===== config.mk =====
export PLATFORM = sky130hd
export DESIGN_NAME = spc_engine
export DESIGN_NICKNAME = d
export VERILOG_FILES = /design/src/core/spc_pkg.sv /design/src/core/spc_engine.sv
export SDC_FILE = /design/constraint.sdc
export NUM_CORES = 1
export LEC_CHECK = 0
export BUFFER_PORTS_ARGS = -buffer_cell sky130_fd_sc_hd__buf_2
export CAP_MARGIN = 20
export CORE_MARGIN = 5
export CORE_UTILIZATION = 55
export DETAILED_ROUTE_END_ITERATION = 10
export GPL_TIMING_DRIVEN = 0
export PLACE_DENSITY = 0.71
export SYNTH_ARGS = -nofsm -noshare
export SYNTH_HDL_FRONTEND = slang
export SYNTH_SLANG_ARGS = --single-unit

===== constraint.sdc =====
create_clock -name clk -period 16.9 [get_ports clk]
set_clock_uncertainty 0.15 [all_clocks]
set_input_delay 0.845 -clock clk [delete_from_list [all_inputs] [get_ports clk]]
set_output_delay 0.845 -clock clk [all_outputs]
set_load 0.05 [all_outputs]

===== src/core/spc_pkg.sv =====
package spc_pkg;
    // frame layout: command nibble, address nibble, 16 data bits
    localparam int FRAME_BITS = 24;
    localparam int CMD_MSB    = 23;
    localparam int CMD_LSB    = 20;
    localparam int ADDR_MSB   = 19;
    localparam int ADDR_LSB   = 16;
    localparam int DATA_W     = 16;
    localparam int WIPER_W    = 10;
    localparam int NV_DEPTH   = 16;
    localparam int CNT_W      = 5;

    // command codes carried in the top nibble
    localparam logic [3:0] CMD_NOP      = 4'h0;
    localparam logic [3:0] CMD_RESTORE  = 4'h1;
    localparam logic [3:0] CMD_STORE    = 4'h2;
    localparam logic [3:0] CMD_USER_WR  = 4'h3;
    localparam logic [3:0] CMD_NV_READ  = 4'h9;
    localparam logic [3:0] CMD_WIPER_RD = 4'ha;
    localparam logic [3:0] CMD_WRITE    = 4'hb;
    localparam logic [3:0] CMD_SHIFT_UP = 4'hc;
    localparam logic [3:0] CMD_INCR     = 4'he;

    // nonvolatile slot addresses
    localparam logic [3:0] SLOT_WIPER_SAVE = 4'h0;
    localparam logic [3:0] SLOT_USER_ONE   = 4'h2;
    localparam logic [3:0] SLOT_USER_TWO   = 4'h3;

    // values after reset, plus full-scale and counter limits
    localparam logic [9:0]  WIPER_FULL      = 10'h3ff;
    localparam logic [9:0]  WIPER_RESET     = 10'h000;
    localparam logic [15:0] NV_SAVE_RESET   = 16'h0200;
    localparam logic [15:0] NV_USER_RESET   = 16'h0000;
    localparam logic [23:0] WORD_RESET      = 24'h000000;
    localparam logic [4:0]  CNT_RESET       = 5'h00;
    localparam logic [4:0]  CNT_FULL_FRAME  = 5'h18;
    localparam logic [4:0]  CNT_SAT         = 5'h1f;

    // command engine activity
    typedef enum logic [1:0] {
        ST_IDLE,
        ST_RESTORED,
        ST_READ_ARMED
    } spc_state_e;
endpackage


===== src/core/spc_engine.sv =====
`timescale 1ns/1ps
// What this block does
// direct write loads low 10 bits into wiper
// increment command adds one to wiper, holding at 0x3ff
// store copies wiper into save slot
// write protect low blocks nonvolatile changes
// restore command reloads wiper from save slot
// power-on and preset strobe also restore wiper
// host sends no-op after restore
// no-op returns engine to idle state
// left-shift command doubles the wiper value
// doubling past full scale clamps at 0x3ff
// user store writes 16 bits to addressed slot; the code ignores a user store addressed to slot 0, the save slot
// nonvolatile read prepares slot for next frame
// next frame shifts out command, address, contents
// wiper readback latches wiper for next frame
// frame after readback ignored, returns wiper value
// other frames echo previous frame one frame later
// user slots hold 16 bits, store and read
// wiper holds 10-bit code, 1024 positions
module spc_engine #(
    parameter int NV_DEPTH = spc_pkg::NV_DEPTH
) (
    // system
    input  wire logic       clk,
    input  wire logic       rst_n,
    // serial link pins
    input  wire logic       serialClk,
    input  wire logic       chipSelectN,
    input  wire logic       serialIn,
    output logic            serialOut,
    output logic            serialOutEn,
    // control pins
    input  wire logic       writeProtectN,
    input  wire logic       presetStrobeN,
    // state seen by the analog side
    output logic [9:0]      wiperCode,
    output logic            idleLowPower
);
    // reset release pipe
    logic [1:0]                 rstPipe;
    logic                       rstSyncN;
    // pin synchronisers, stage 1 then stage 2
    logic [4:0]                 pinMeta;
    logic [4:0]                 pinSync;
    // delayed copies for edge finding
    logic                       sclkDly;
    logic                       csDly;
    logic                       presetDly;
    // edge pulses
    logic                       sclkRise;
    logic                       sclkFall;
    logic                       csFall;
    logic                       csRise;
    logic                       presetFall;
    // frame reception
    logic [23:0]                rxShift;
    logic [4:0]                 bitCnt;
    logic                       frameDone;
    logic                       exec;
    logic [3:0]                 frameCmd;
    logic [3:0]                 frameAddr;
    // outgoing data
    logic [23:0]                txShift;
    logic [23:0]                lastFrame;
    logic [23:0]                prepWord;
    logic                       frameActive_reg;
    // core state
    logic [9:0]                 wiperReg;
    logic [15:0]                nvStore [NV_DEPTH];
    logic                       porPending_reg;
    spc_pkg::spc_state_e        state_reg;

    // clamp helpers used by the wiper logic only; the checks do not call them
    function automatic logic [9:0] incrSat(input logic [9:0] v);
        incrSat = (v == spc_pkg::WIPER_FULL) ? v : v + 10'h001;
    endfunction

    function automatic logic [9:0] doubleSat(input logic [9:0] v);
        doubleSat = v[9] ? spc_pkg::WIPER_FULL : {v[8:0], 1'b0};
    endfunction

    // reset released through two flops
    always_ff @(posedge clk or negedge rst_n)
    begin
        if (!rst_n)
            rstPipe <= 2'h0;
        else
            rstPipe <= {rstPipe[0], 1'b1};
    end
    assign rstSyncN = rstPipe[1];

    // all pins cross into clk before use
    always_ff @(posedge clk or negedge rstSyncN)
    begin
        if (!rstSyncN)
        begin
            pinMeta <= 5'h1f;
            pinSync <= 5'h1f;
        end
        else
        begin
            pinMeta <= {presetStrobeN, writeProtectN, serialIn,
                        chipSelectN, serialClk};
            pinSync <= pinMeta;
        end
    end

    // edge detection looks only at the second stage
    always_ff @(posedge clk or negedge rstSyncN)
    begin
        if (!rstSyncN)
        begin
            sclkDly   <= 1'b1;
            csDly     <= 1'b1;
            presetDly <= 1'b1;
        end
        else
        begin
            sclkDly   <= pinSync[0];
            csDly     <= pinSync[1];
            presetDly <= pinSync[4];
        end
    end

    assign sclkRise   = pinSync[0] & ~sclkDly & ~pinSync[1];
    assign sclkFall   = ~pinSync[0] & sclkDly & ~pinSync[1];
    assign csFall     = ~pinSync[1] & csDly;
    assign csRise     = pinSync[1] & ~csDly;
    assign presetFall = ~pinSync[4] & presetDly;

    // only whole 24-bit frames count; short or long ones are dropped
    assign frameDone = csRise & (bitCnt == spc_pkg::CNT_FULL_FRAME);
    // the frame after a read is only a carrier for the answer
    assign exec      = frameDone & (state_reg != spc_pkg::ST_READ_ARMED);
    assign frameCmd  = rxShift[spc_pkg::CMD_MSB:spc_pkg::CMD_LSB];
    assign frameAddr = rxShift[spc_pkg::ADDR_MSB:spc_pkg::ADDR_LSB];

    // shift in serial_in on rising link clock, msb first
    always_ff @(posedge clk or negedge rstSyncN)
    begin
        if (!rstSyncN)
        begin
            rxShift <= spc_pkg::WORD_RESET;
            bitCnt  <= spc_pkg::CNT_RESET;
        end
        else if (csFall)
        begin
            bitCnt <= spc_pkg::CNT_RESET;
        end
        else if (sclkRise)
        begin
            rxShift <= {rxShift[22:0], pinSync[2]};
            // saturate so an overlong frame never wraps to 24
            if (bitCnt != spc_pkg::CNT_SAT)
                bitCnt <= bitCnt + 5'h01;
        end
    end

    // keep last complete frame for the one-frame echo
    always_ff @(posedge clk or negedge rstSyncN)
    begin
        if (!rstSyncN)
            lastFrame <= spc_pkg::WORD_RESET;
        else if (frameDone)
            lastFrame <= rxShift;
    end

    // serial_out: load at frame start, shift on falling link clock
    always_ff @(posedge clk or negedge rstSyncN)
    begin
        if (!rstSyncN)
        begin
            txShift         <= spc_pkg::WORD_RESET;
            frameActive_reg <= 1'b0;
        end
        else if (csFall)
        begin
            frameActive_reg <= 1'b1;
            // armed read answer, otherwise delayed echo
            if (state_reg == spc_pkg::ST_READ_ARMED)
                txShift <= prepWord;
            else
                txShift <= lastFrame;
        end
        else
        begin
            if (pinSync[1])
                frameActive_reg <= 1'b0;
            if (sclkFall)
                txShift <= {txShift[22:0], 1'b0};
        end
    end
    assign serialOut   = txShift[23];
    assign serialOutEn = frameActive_reg;

    // read answers are built when the read frame ends
    always_ff @(posedge clk or negedge rstSyncN)
    begin
        if (!rstSyncN)
            prepWord <= spc_pkg::WORD_RESET;
        else if (exec && frameCmd == spc_pkg::CMD_NV_READ)
            prepWord <= {frameCmd, frameAddr, nvStore[frameAddr]};
        else if (exec && frameCmd == spc_pkg::CMD_WIPER_RD)
            prepWord <= {frameCmd, frameAddr, 6'h00, wiperReg};
    end

    // engine activity: restore leaves it busy until a no-op, or a read and its carrier frame; read until the next whole frame
    always_ff @(posedge clk or negedge rstSyncN)
    begin
        if (!rstSyncN)
            state_reg <= spc_pkg::ST_IDLE;
        else if (frameDone)
        begin
            if (state_reg == spc_pkg::ST_READ_ARMED)
                state_reg <= spc_pkg::ST_IDLE;
            else
                unique case (frameCmd)
                    spc_pkg::CMD_NOP:      state_reg <= spc_pkg::ST_IDLE;
                    spc_pkg::CMD_RESTORE:  state_reg <= spc_pkg::ST_RESTORED;
                    spc_pkg::CMD_NV_READ,
                    spc_pkg::CMD_WIPER_RD: state_reg <= spc_pkg::ST_READ_ARMED;
                    default:               state_reg <= state_reg;
                endcase
        end
    end

    // low-power flag for the analog side
    always_ff @(posedge clk or negedge rstSyncN)
    begin
        if (!rstSyncN)
            idleLowPower <= 1'b1;
        else
            idleLowPower <= (state_reg == spc_pkg::ST_IDLE);
    end

    // power-on restore runs once right after reset release
    always_ff @(posedge clk or negedge rstSyncN)
    begin
        if (!rstSyncN)
            porPending_reg <= 1'b1;
        else
            porPending_reg <= 1'b0;
    end

    // wiper register; preset and power-on win over a serial command
    always_ff @(posedge clk or negedge rstSyncN)
    begin
        if (!rstSyncN)
            wiperReg <= spc_pkg::WIPER_RESET;
        else if (porPending_reg || presetFall)
            wiperReg <= nvStore[spc_pkg::SLOT_WIPER_SAVE][9:0];
        else if (exec)
            unique case (frameCmd)
                spc_pkg::CMD_WRITE:    wiperReg <= rxShift[9:0];
                spc_pkg::CMD_INCR:     wiperReg <= incrSat(wiperReg);
                spc_pkg::CMD_SHIFT_UP: wiperReg <= doubleSat(wiperReg);
                spc_pkg::CMD_RESTORE:
                    wiperReg <= nvStore[spc_pkg::SLOT_WIPER_SAVE][9:0];
                default:               wiperReg <= wiperReg;
            endcase
    end
    assign wiperCode = wiperReg;

    // nonvolatile store, writes gated by write protect
    always_ff @(posedge clk or negedge rstSyncN)
    begin
        if (!rstSyncN)
        begin
            for (int i = 0; i < NV_DEPTH; i++)
                nvStore[i] <= (i == 0) ? spc_pkg::NV_SAVE_RESET
                                       : spc_pkg::NV_USER_RESET;
        end
        else if (exec && pinSync[3])
        begin
            if (frameCmd == spc_pkg::CMD_STORE)
                nvStore[spc_pkg::SLOT_WIPER_SAVE] <= {6'h00, wiperReg};
            else if (frameCmd == spc_pkg::CMD_USER_WR
                     && frameAddr != spc_pkg::SLOT_WIPER_SAVE)
                nvStore[frameAddr] <= rxShift[15:0];
        end
    end
endmodule


---- Word-level counts from Yosys, hierarchy flattened ----
Index checks and enable logic that the tools add are counted.
Widths: inputs -> output; s select.
storage, ports and cells
  bits in registers ....................... 387
  input bits .............................. 7
  output and inout port bits .............. 13
  logic and storage cells ................. 117
operators by class
  add/sub/neg operators ................... 2
  $lt $le $gt $ge ......................... 2
  equal/unequal tests ..................... 14
  muxes and demuxes ....................... 25
  bitwise operators ....................... 17
  reductions and logical operators ........ 25
operators with widths
  cell                   number
  $bwmux 256             1
  $mux 256               1
  $mux 24                5
  $bmux 16 s4            1
  $demux 16 s4           1
  $mux 16                4
  $mux 10                4
  $pmux 10 s4            1
  $eq 4x4->1 const B     5
  $mux 5                 3
  $reduce_bool 2->1      7
  $add 10x1->10 const B  1
  $eq 10x10->1 const B   1
  $and 1x1->1            9
  $eq 4x2->1 const B     2
  $reduce_and 2->1       4
  $reduce_bool 4->1      2
  $not 1->1              7
  $pmux 2 s3             1
  $reduce_and 3->1       2
  $add 5x1->5 const B    1
  $eq 5x5->1 const B     1
  $ge 5x5->1 const B     1
  $logic_and 1x1->1      5
  other kinds (14)       15

---- Depth between registers and ports, before layout ----
Gate-level depths: netlist of the first run.
  depth in word-level cells ............... 8
  mapped depth ............................ 9
  depth with buffers taken out ............ 7

---- Least setup slack after synthesis of the first run ----
OpenSTA, ideal clock, no wires.
  path kind ............................... flip-flop to flip-flop
  from .................................... register bitCnt[0]
  to ...................................... register nvStore[213] (netlist name)
  arrival ................................. 2.246 ns
  required time ........................... 16.625 ns
  path slack .............................. 14.380 ns
  stages on the path, launching flop included .. 9
  path buffers ............................ 1
  period minus slack after synthesis ...... 2.520 ns
  cell sequence ........................... dfrtp_1 -> inv_1 -> ha_1 -> nand4b_4 -> nor4_4 -> nand4b_4 -> nor3_4 -> buf_6 -> mux2_2
on the way
  word-level cells in the longest chain between the ends .. 5
ends and longest elaborated chain
  what                               line               text
  start: declaration                 spc_engine.sv:58   logic [4:0] bitCnt;
  start signal: assignment           spc_engine.sv:145  bitCnt <= spc_pkg::CNT_RESET;
  start signal: assignment           spc_engine.sv:149  bitCnt <= spc_pkg::CNT_RESET;
  start signal: assignment           spc_engine.sv:156  bitCnt <= bitCnt + 5'h01;
  $eq 5x5->1                         spc_engine.sv:133  assign frameDone = csRise & (bitCnt == spc_pkg::CNT_FULL_FRAME);
  $and 1x1->1                        spc_engine.sv:133
  $and 1x1->1                        spc_engine.sv:135  assign exec = frameDone & (state_reg != spc_pkg::ST_READ_ARMED);
  $logic_and 1x1->1                  spc_engine.sv:274  else if (exec && pinSync[3])
  $reduce_and 3->1 (no source line)  --
  end signal: indexed assignment     spc_engine.sv:271  nvStore[i] <= (i == 0) ? spc_pkg::NV_SAVE_RESET
  end signal: indexed assignment     spc_engine.sv:277  nvStore[spc_pkg::SLOT_WIPER_SAVE] <= {6'h00, wiperReg};
  end signal: indexed assignment     spc_engine.sv:280  nvStore[frameAddr] <= rxShift[15:0];
  end: declaration                   spc_engine.sv:70   logic [15:0] nvStore [NV_DEPTH];
No other way between the ends.
A chain may end at the register's enable or synchronous reset.

---- Final worst setup path of the first run ----
  from .................................... register rxShift[17]
  to ...................................... register prepWord[15]
on the way
  word-level cells in the longest chain between the ends .. 5
ends and longest elaborated chain
  what                                        line               text
  start: declaration                          spc_engine.sv:57   logic [23:0] rxShift;
  start signal: assignment                    spc_engine.sv:144  rxShift <= spc_pkg::WORD_RESET;
  start signal: assignment                    spc_engine.sv:153  rxShift <= {rxShift[22:0], pinSync[2]};
  $not 4->5 (not written as such)             spc_engine.sv:203  prepWord <= {frameCmd, frameAddr, nvStore[frameAddr]};
  $bmux 16 s4                                 spc_engine.sv:203
  $mux 16 (not written as such) (2 in a row)  spc_engine.sv:203
  $mux 24                                     spc_engine.sv:202  else if (exec && frameCmd == spc_pkg::CMD_NV_READ)
  end signal: assignment                      spc_engine.sv:201  prepWord <= spc_pkg::WORD_RESET;
  end signal: assignment                      spc_engine.sv:203
  end signal: assignment                      spc_engine.sv:205  prepWord <= {frameCmd, frameAddr, 6'h00, wiperReg};
  end: declaration                            spc_engine.sv:66   logic [23:0] prepWord;
No other way between the ends. The select of a mux whose other input is x is not followed.

==> Flow_metrics.wiki, run 1 <==
{| class="wikitable"
! Metric !! Value
|-
| Fraction of the cycle the final worst path needs || 19.9%
|-
| Fraction of synthesized cell area taken by the top area cell type || 51.9%
|-
| Share of final-layout standard cells stronger than drive strength 1 || 40.1%
|-
| Slew of the pin with the lowest slew margin || 1.01 ns
|-
| Per-cell routed wire length || 24.3 um
|-
| H-tree lvl count || 2
|-
| Drt pass-1 iters || 5
|-
| Largest net degree at the start of global routing || 73
|-
| Via count || 11000
|-
| Leading post-synthesis cells by cell area || sky130_fd_sc_hd__dfrtp_1, sky130_fd_sc_hd__mux2_2, sky130_fd_sc_hd__mux4_2
|-
| Placer congestion estimate || 0.912
|-
| Post-Syn Instances || 1272
|-
| Sw frac || 22.8%
|-
| Setup Crit Path Kind || reg2reg
|-
| Max Cap Viol || 0
|-
| Via density per instance || 6.07
|-
| Number of nets in the synthesized netlist || 1283
|-
| Nature of the critical path startpoint || flop
|-
| Max clock buf depth || 3
|-
| Total DRC errors in the routed layout || 0
|-
| Cell Int Power || 1.48 mW
|-
| Critical Path AT || 3.65 ns
|-
| Proportion of power drawn by flip-flops and latches || 49.3%
|-
| GR met3 Demand/Resource || 4.63%
|-
| Clock share of power || 46.0%
|-
| Height of the chip || 190 um
|-
| Upper clock frequency limit || 297 MHz
|-
| Layout overhead on the synthesized area || 12.1%
|-
| CTS Root Buffer Type || sky130_fd_sc_hd__clkbuf_16
|-
| Post-synth EDFFs || 0
|-
| Vias in the first global route || 11500
|-
| Combined area of all synthesized cells || 17900 um2
|-
| RSZ-0062 raised after global routing || false
|-
| Critical path endpoint category || flop
|-
| Power per cell area || 95.4 nW/um2
|-
| Fin. Hold Viols || 0
|-
| Number of antenna violations at the first check in global routing || 1
|-
| Clk pin slew, worst setup/hold paths || 0.06 ns
|-
| Peak VDD IR || 68.0 uV
|-
| Total of fill cells in the finished design || 2451
|-
| Flip-flop cell with the highest count after synthesis || sky130_fd_sc_hd__dfrtp_1
|-
| Async set-or-reset flop fraction in the synthesized netlist || 100%
|-
| Final Routed Wirelength || 44.2 mm
|-
| FP Rows || 66
|-
| Total I/O pin count || 20
|-
| Sum of net half-perimeters after detailed placement || 29.6 mm
|-
| Hold crit path type || reg2async
|-
| Register containing the most flip-flops in the final layout || nvStore
|-
| Total inserted antenna cells || 0
|-
| GR peak layer || met2
|-
| GR Overflow Total || 0
|-
| Total Nets Final || 1354
|-
| TritonCTS buffer count || 41
|-
| Initial Util || 55.3%
|-
| Number of nets with antenna violations after routing || 0
|-
| Die Outline Area || 36300 um2
|-
| Worst-skew pair later-pin latency || 0.54 ns
|-
| Run status || finished, final reports clean
|-
| # port buffers || 19
|-
| Clock sink total || 387
|-
| Final critical delay including setup and external delays || 3.37 ns
|-
| Biggest fanout along the worst timing path || 10
|-
| Max FFs per register || 256
|-
| Synth top cells by count || sky130_fd_sc_hd__dfrtp_1, sky130_fd_sc_hd__mux2_2, sky130_fd_sc_hd__mux4_2
|-
| Post-Route Hold Slack || 0.0257 ns
|-
| 1st-iter DRT viols || 1058
|-
| Global-route usage over all layers || 25.1%
|-
| Standby leakage power || 9.36 nW
|-
| CTS tree || built
|-
| Leading cell type by number of instances after synthesis || sky130_fd_sc_hd__dfrtp_1
|-
| Global-route wire length before repair || 70.1 mm
|-
| Met1 track demand over resource in global routing || 36.3%
|-
| Core Region || 32400 um2
|-
| Switching pwr || 437 uW
|-
| Total count of max-transition violations in the final report || 0
|-
| Headroom to the max-slew limit || 32.5%
|-
| Portion of the post-synthesis area used by sequential elements || 54.2%
|-
| Met2 usage || 39.8%
|-
| Area leader, netlist || sky130_fd_sc_hd__dfrtp_1
|-
| Chip Width || 190 um
|-
| Number of synthesized register bits || 387
|-
| Synthesized area divided by synthesized cell count || 14.1 um2
|-
| Worst path required time || 17.18 ns
|-
| Number of warnings printed during yosys synthesis || 0
|-
| Distinct cells, synth || 71
|-
| # setup viols final || 0
|-
| Logic gate share of total power || 4.7%
|-
| Final setup TNS || 0 ns
|}
-- final timing paths --
path,depth (start not counted),startpoint,to,slack (ns)
worst max-delay path,7,rxShift[17],prepWord[15],13.53
min in group clk,0,rstPipe[0],rstPipe[1],0.20
worst min-delay path,0,rstPipe[1],nvStore[142],0.03
max in group asynchronous,4,rstPipe[1],pinMeta[2],14.87
worst min register to register,0,rstPipe[1],nvStore[142],0.03
worst max register to register,7,rxShift[17],prepWord[15],13.53
-- power groups by stage --
stage | combinational [mW] | sequential (mW) | clock [mW]
after global routing | 0.0992 | 0.945 | 0.936
final | 0.0907 | 0.944 | 0.881
after detailed placement | 0.0907 | 0.960 | 0
after CTS | 0.0911 | 0.944 | 0.897
after floorplan | 0.0380 | 0.976 | 0
after global placement | 0.0673 | 0.978 | 0
-- routing by layer --
layer | wire length, um | up-vias
li1 | - | 4792
met1 | 19400 | 5826
met2 | 21000 | 332
met3 | 2600 | 79
met4 | 1220 | 2
met5 | 13 | -
-- placed cells by master, fill, tap and decap left out, types with 4 or more instances in the layout --
cell type                   count
sky130_fd_sc_hd__a211oi_1      12
sky130_fd_sc_hd__o31ai_1       10
sky130_fd_sc_hd__mux2i_1       37
sky130_fd_sc_hd__ha_1           4
sky130_fd_sc_hd__nor3_1         9
sky130_fd_sc_hd__inv_1         11
sky130_fd_sc_hd__buf_4          5
sky130_fd_sc_hd__o22ai_1       14
sky130_fd_sc_hd__nor2_1        50
sky130_fd_sc_hd__xor2_1         5
sky130_fd_sc_hd__mux4_2        67
sky130_fd_sc_hd__a31oi_1        8
sky130_fd_sc_hd__dfstp_2       16
sky130_fd_sc_hd__a21oi_1       36
sky130_fd_sc_hd__mux2_4        20
sky130_fd_sc_hd__buf_16         6
sky130_fd_sc_hd__nor2_2        10
sky130_fd_sc_hd__nor2b_1       22
sky130_fd_sc_hd__xnor2_1        4
sky130_fd_sc_hd__buf_1          9
sky130_fd_sc_hd__buf_6         12
sky130_fd_sc_hd__dfrtp_1      370
sky130_fd_sc_hd__mux2_2       284
sky130_fd_sc_hd__clkbuf_8      12
sky130_fd_sc_hd__clkinv_2       6
sky130_fd_sc_hd__nand2b_1       7
sky130_fd_sc_hd__o21ai_0       37
sky130_fd_sc_hd__nand2_1       55
sky130_fd_sc_hd__clkbuf_1      68
sky130_fd_sc_hd__clkbuf_16     43
sky130_fd_sc_hd__buf_2         43
sky130_fd_sc_hd__nand3_1       11
sky130_fd_sc_hd__o211ai_1       7
sky130_fd_sc_hd__a22o_1         6
-- per-stage QoR --
| step | instance area (um2) | utilization, % | cells | setup WS, ns | total power [mW] |
|---|---|---|---|---|---|
| after floorplan | 17900 | - | 1272 | 5.19 | 1.01 |
| after global placement | 18600 | 57.3 | 1733 | 1.09 | 1.05 |
| after detailed placement | 18700 | 57.9 | 1740 | 13.57 | 1.05 |
| after CTS | 20100 | 62.0 | 1817 | 13.57 | 1.93 |
| after global routing | 20100 | 62.0 | 1818 | 13.46 | 1.98 |
| final | 20100 | 62.0 | 1818 | 13.53 | 1.92 |
-- what timing repair did --
action	CTS	global route
hold buffers	1	0
setup buffers	0	0
endpoints found under the hold margin	2	0
gates resized for setup	0	0
-- critical path, cell delays in order, from the launching register on --
cell and delay [ns]:
sky130_fd_sc_hd__dfrtp_1 0.32, sky130_fd_sc_hd__buf_2 0.22, sky130_fd_sc_hd__buf_1 0.62, sky130_fd_sc_hd__clkbuf_1 0.82, sky130_fd_sc_hd__mux4_2 0.42, sky130_fd_sc_hd__mux2i_1 0.23, sky130_fd_sc_hd__a21oi_1 0.19, sky130_fd_sc_hd__a22o_1 0.27
-- cell families after synthesis --
logic type / synth area share, %
other: 0.0420
xor gates and xnor gates: 0.440
and+or+nand+nor: 6.70
buffers and inverters: 3.33
DFF: 54.2
muxes: 30.0
AOI/OAI and AO/OA: 4.96
adders and majority gates: 0.280
-- area by class of cell --
cell class | count | area [um2] | area share (%)
multi-input cells | 770 | 7600 | 37.9
inverters | 11 | 41.3 | 0.206
clock buffers | 69 | 1290 | 6.44
repair buffers | 28 | 285 | 1.42
flip-flops and latches | 387 | 9710 | 48.4
clock inverters | 7 | 38.8 | 0.193
plain buffers | 104 | 554 | 2.76
well taps | 442 | 553 | 2.75
Note: power is estimated with default switching activity, not from simulation.
==> run 2, diff against run 1 <==
ABC_AREA = 1   (was unset)
clock period = 3.5 ns   (was 16.9 ns; I/O delays follow)
==> Flow_metrics.wiki, run 2 <==
{| class="wikitable"
! Metric !! Value
|-
| Run status || finished, final reports clean
|-
| RSZ-0062 raised after global routing || false
|-
| Worst Hold Path Cells || 2
|-
| Met1 track demand over resource in global routing || 43.8%
|-
| Area leader, netlist || sky130_fd_sc_hd__dfrtp_1
|-
| Async set-or-reset flop fraction in the synthesized netlist || 100%
|-
| Standby leakage power || 11.2 nW
|-
| FP Rows || 67
|-
| Peak VDD IR || 511 uV
|-
| Upper clock frequency limit || 337 MHz
|-
| Total DRC errors in the routed layout || 0
|-
| Number of warnings printed during yosys synthesis || 0
|-
| Portion of the post-synthesis area used by sequential elements || 51.6%
|-
| Final Instance Count excl. Fillers || 3021
|-
| Reg-to-Reg End || prepWord[5]
|-
| Hold endpoint || pinMeta[3]
|-
| Power per cell area || 545 nW/um2
|-
| Vias in the first global route || 16200
|-
| Per-cell routed wire length || 20.2 um
|-
| Number of antenna violations at the first check in global routing || 2
|-
| Post-Syn Instances || 2465
|-
| Buffers inserted during post-CTS setup optimization || 0
|-
| GR Overflow Total || 0
|-
| Reg2reg setup slack || 0.53 ns
|-
| Nature of the critical path startpoint || flop
|-
| # port buffers || 19
|-
| Cell Int Power || 7.92 mW
|-
| Drt pass-1 iters || 6
|-
| Initial Util || 55.9%
|-
| Final critical delay including setup and external delays || 2.97 ns
|-
| CTS Root Buffer Type || sky130_fd_sc_hd__clkbuf_16
|-
| Sw frac || 31.4%
|-
| Global-route wire length before repair || 95.3 mm
|-
| Total I/O pin count || 20
|-
| Headroom to the max-slew limit || 31.5%
|-
| Share of final-layout standard cells stronger than drive strength 1 || 9.02%
|-
| Logic gate share of total power || 18.2%
|-
| Synthesized area divided by synthesized cell count || 7.62 um2
|-
| Worst path required time || 3.84 ns
|-
| Synth top cells by count || sky130_fd_sc_hd__nand2_1, sky130_fd_sc_hd__dfrtp_1, sky130_fd_sc_hd__nand3_1
|-
| Hold crit path type || in2reg
|-
| Setup Crit Path Kind || reg2reg
|-
| Met2 usage || 50.7%
|-
| Leading cell type by number of instances after synthesis || sky130_fd_sc_hd__nand2_1
|-
| Total Power Consumption || 11.5 mW
|-
| Number of nets with antenna violations after routing || 0
|-
| Placer congestion estimate || 0.974
|-
| Chip Width || 195 um
|-
| Clock share of power || 41.1%
|-
| Most common cell after layout, fill and taps aside || sky130_fd_sc_hd__nand2_1
|-
| Max Cap Viol || 0
|-
| # setup viols final || 0
|-
| R2r startpoint || rxShift[16]
|-
| Global-route usage over all layers || 32.0%
|-
| Fraction of the cycle the final worst path needs || 84.9%
|-
| Final setup TNS || 0 ns
|-
| Proportion of power drawn by flip-flops and latches || 40.7%
|-
| Slew of the pin with the lowest slew margin || 1.03 ns
|-
| Biggest fanout along the worst timing path || 10
|-
| 1st-iter DRT viols || 1963
|-
| Via count || 17100
|-
| Number of nets in the synthesized netlist || 2476
|-
| GR peak layer || met2
|-
| Fraction of synthesized cell area taken by the top area cell type || 49.4%
|-
| Layout overhead on the synthesized area || 12.7%
|-
| Via density per instance || 5.67
|-
| Worst Setup Slack post-DPL || 0.740 ns
|-
| Leading post-synthesis cells by cell area || sky130_fd_sc_hd__dfrtp_1, sky130_fd_sc_hd__nand2_1, sky130_fd_sc_hd__nand3_1
|-
| Height of the chip || 195 um
|-
| Worst-skew pair later-pin latency || 0.56 ns
|-
| Sum of net half-perimeters after detailed placement || 43.7 mm
|-
| Critical Path AT || 3.31 ns
|-
| Core Region || 33600 um2
|-
| H-tree lvl count || 2
|-
| Origin of the worst min-delay path || writeProtectN
|-
| CTS tree || built
|-
| Number of synthesized register bits || 387
|-
| Largest net degree at the start of global routing || 72
|-
| Post-synth EDFFs || 0
|-
| Number of instances in the placed design || 2938
|-
| Switching pwr || 3.62 mW
|-
| Total inserted antenna cells || 0
|-
| GR met3 Demand/Resource || 6.86%
|-
| TritonCTS buffer count || 42
|-
| Worst R2R Path Depth || 12
|-
| Max FFs per register || 256
|-
| Max clock buf depth || 3
|-
| Clk pin slew, worst setup/hold paths || 0.06 ns
|-
| Fin. Hold Viols || 0
|-
| Post-Route Hold Slack || 0.110 ns
|-
| Flip-flop cell with the highest count after synthesis || sky130_fd_sc_hd__dfrtp_1
|-
| Combined area of all synthesized cells || 18800 um2
|-
| Leading cell types in the layout, fill and taps excluded || sky130_fd_sc_hd__nand2_1, sky130_fd_sc_hd__dfrtp_1, sky130_fd_sc_hd__nand3_1, sky130_fd_sc_hd__nor2_1, sky130_fd_sc_hd__o21ai_0
|-
| Total Nets Final || 2552
|-
| Critical path endpoint category || flop
|-
| Register containing the most flip-flops in the final layout || nvStore
|-
| Die Outline Area || 38000 um2
|-
| Total count of max-transition violations in the final report || 0
|-
| Setup slack after layout || 0.530 ns
|-
| Distinct cells, synth || 36
|-
| Final Routed Wirelength || 61.0 mm
|-
| Clock sink total || 387
|}
-- run 2: changes by cell type after synthesis, moves of 55 or more --
cell / change
sky130_fd_sc_hd__o21ai_0: +78
sky130_fd_sc_hd__nand2_1: +1079
sky130_fd_sc_hd__inv_1: +55
sky130_fd_sc_hd__nor2_1: +134
sky130_fd_sc_hd__mux2_2: -272
sky130_fd_sc_hd__mux4_2: -67
sky130_fd_sc_hd__nand3_1: +250
-- run 2: worst max-delay path by stage --
stage,from,end
final,rxShift[16],prepWord[5]
after global routing,rxShift[16],prepWord[6]
after CTS,rxShift[16],prepWord[5]
after detailed placement,rxShift[16],prepWord[5]
after global placement,rstPipe[1],wiperCode[8]
after floorplan,rstPipe[1],bitCnt[0]
-- run 2: metal layers --
| metal | share of wire (%) | wire [um] | vias up |
|---|---|---|---|
| met2 | 46 | 28200 | 810 |
| met1 | 40 | 24600 | 8199 |
| li1 | - | - | 7934 |
| met4 | 4.2 | 2540 | 4 |
| met3 | 9.2 | 5630 | 167 |
| met5 | 0.044 | 27 | - |
-- run 2: power groups by stage --
stage	Clock (mW)	Sequential (mW)	Combinational (mW)
3_3_place_gp	0	4.85	1.90
2_1_floorplan	0	4.82	1.12
5_1_grt	4.97	4.71	2.21
6_report	4.74	4.70	2.10
3_5_place_dp	0	4.77	2.01
4_1_cts	4.77	4.70	2.02
-- run 2: final cells by class --
type                    count  area [um2]
flip-flops and latches    387        9710
clock inverters            10         150
fillers                  2989       12400
well taps                 448         561
clock buffers              66        1340
repair buffers             32         330
multi-input cells        1846        7980
inverters                  78         300
plain buffers             154         801
-- run 2: cell families (layout without fill, tap and decap cells) --
kind of cell	count (synthesis)	after routing	synth area share, %
fa+ha+maj	4	4	0.266
compound gates	204	204	5.81
other cells	2	2	0.0400
flops	387	387	51.6
buf+inv	232	340	5.86
mux	12	12	0.719
simple gates	1624	1624	35.7
-- run 2: metrics by stage --
| step | utilization (%) | instance area (um2) |
|---|---|---|
| floorplan | - | 18800 |
| global placement | 57.9 | 19400 |
| detailed placement | 58.3 | 19600 |
| CTS | 63.0 | 21200 |
| global route | 63.0 | 21200 |
| finish | 63.0 | 21200 |
-- run 2: repair_timing --
action,4_1_cts,5_1_grt
gates resized for setup,0,0
hold buffers,7,0
hold endpoints to repair,7,0
endpoints found under the setup margin,0,0
-- run 2: worst max-delay path, stage by stage (launching register included) --
cell                       delay (ns)
sky130_fd_sc_hd__dfrtp_1         0.38
sky130_fd_sc_hd__buf_4           0.18
sky130_fd_sc_hd__inv_2           0.13
sky130_fd_sc_hd__buf_2           0.27
sky130_fd_sc_hd__buf_1           0.71
sky130_fd_sc_hd__nand2_1         0.37
sky130_fd_sc_hd__nand2_1         0.13
sky130_fd_sc_hd__nand2_1         0.06
sky130_fd_sc_hd__nand2_1         0.09
sky130_fd_sc_hd__nand2_1         0.05
sky130_fd_sc_hd__nand3_1         0.19
sky130_fd_sc_hd__o21bai_1        0.11
sky130_fd_sc_hd__nand2_1         0.07
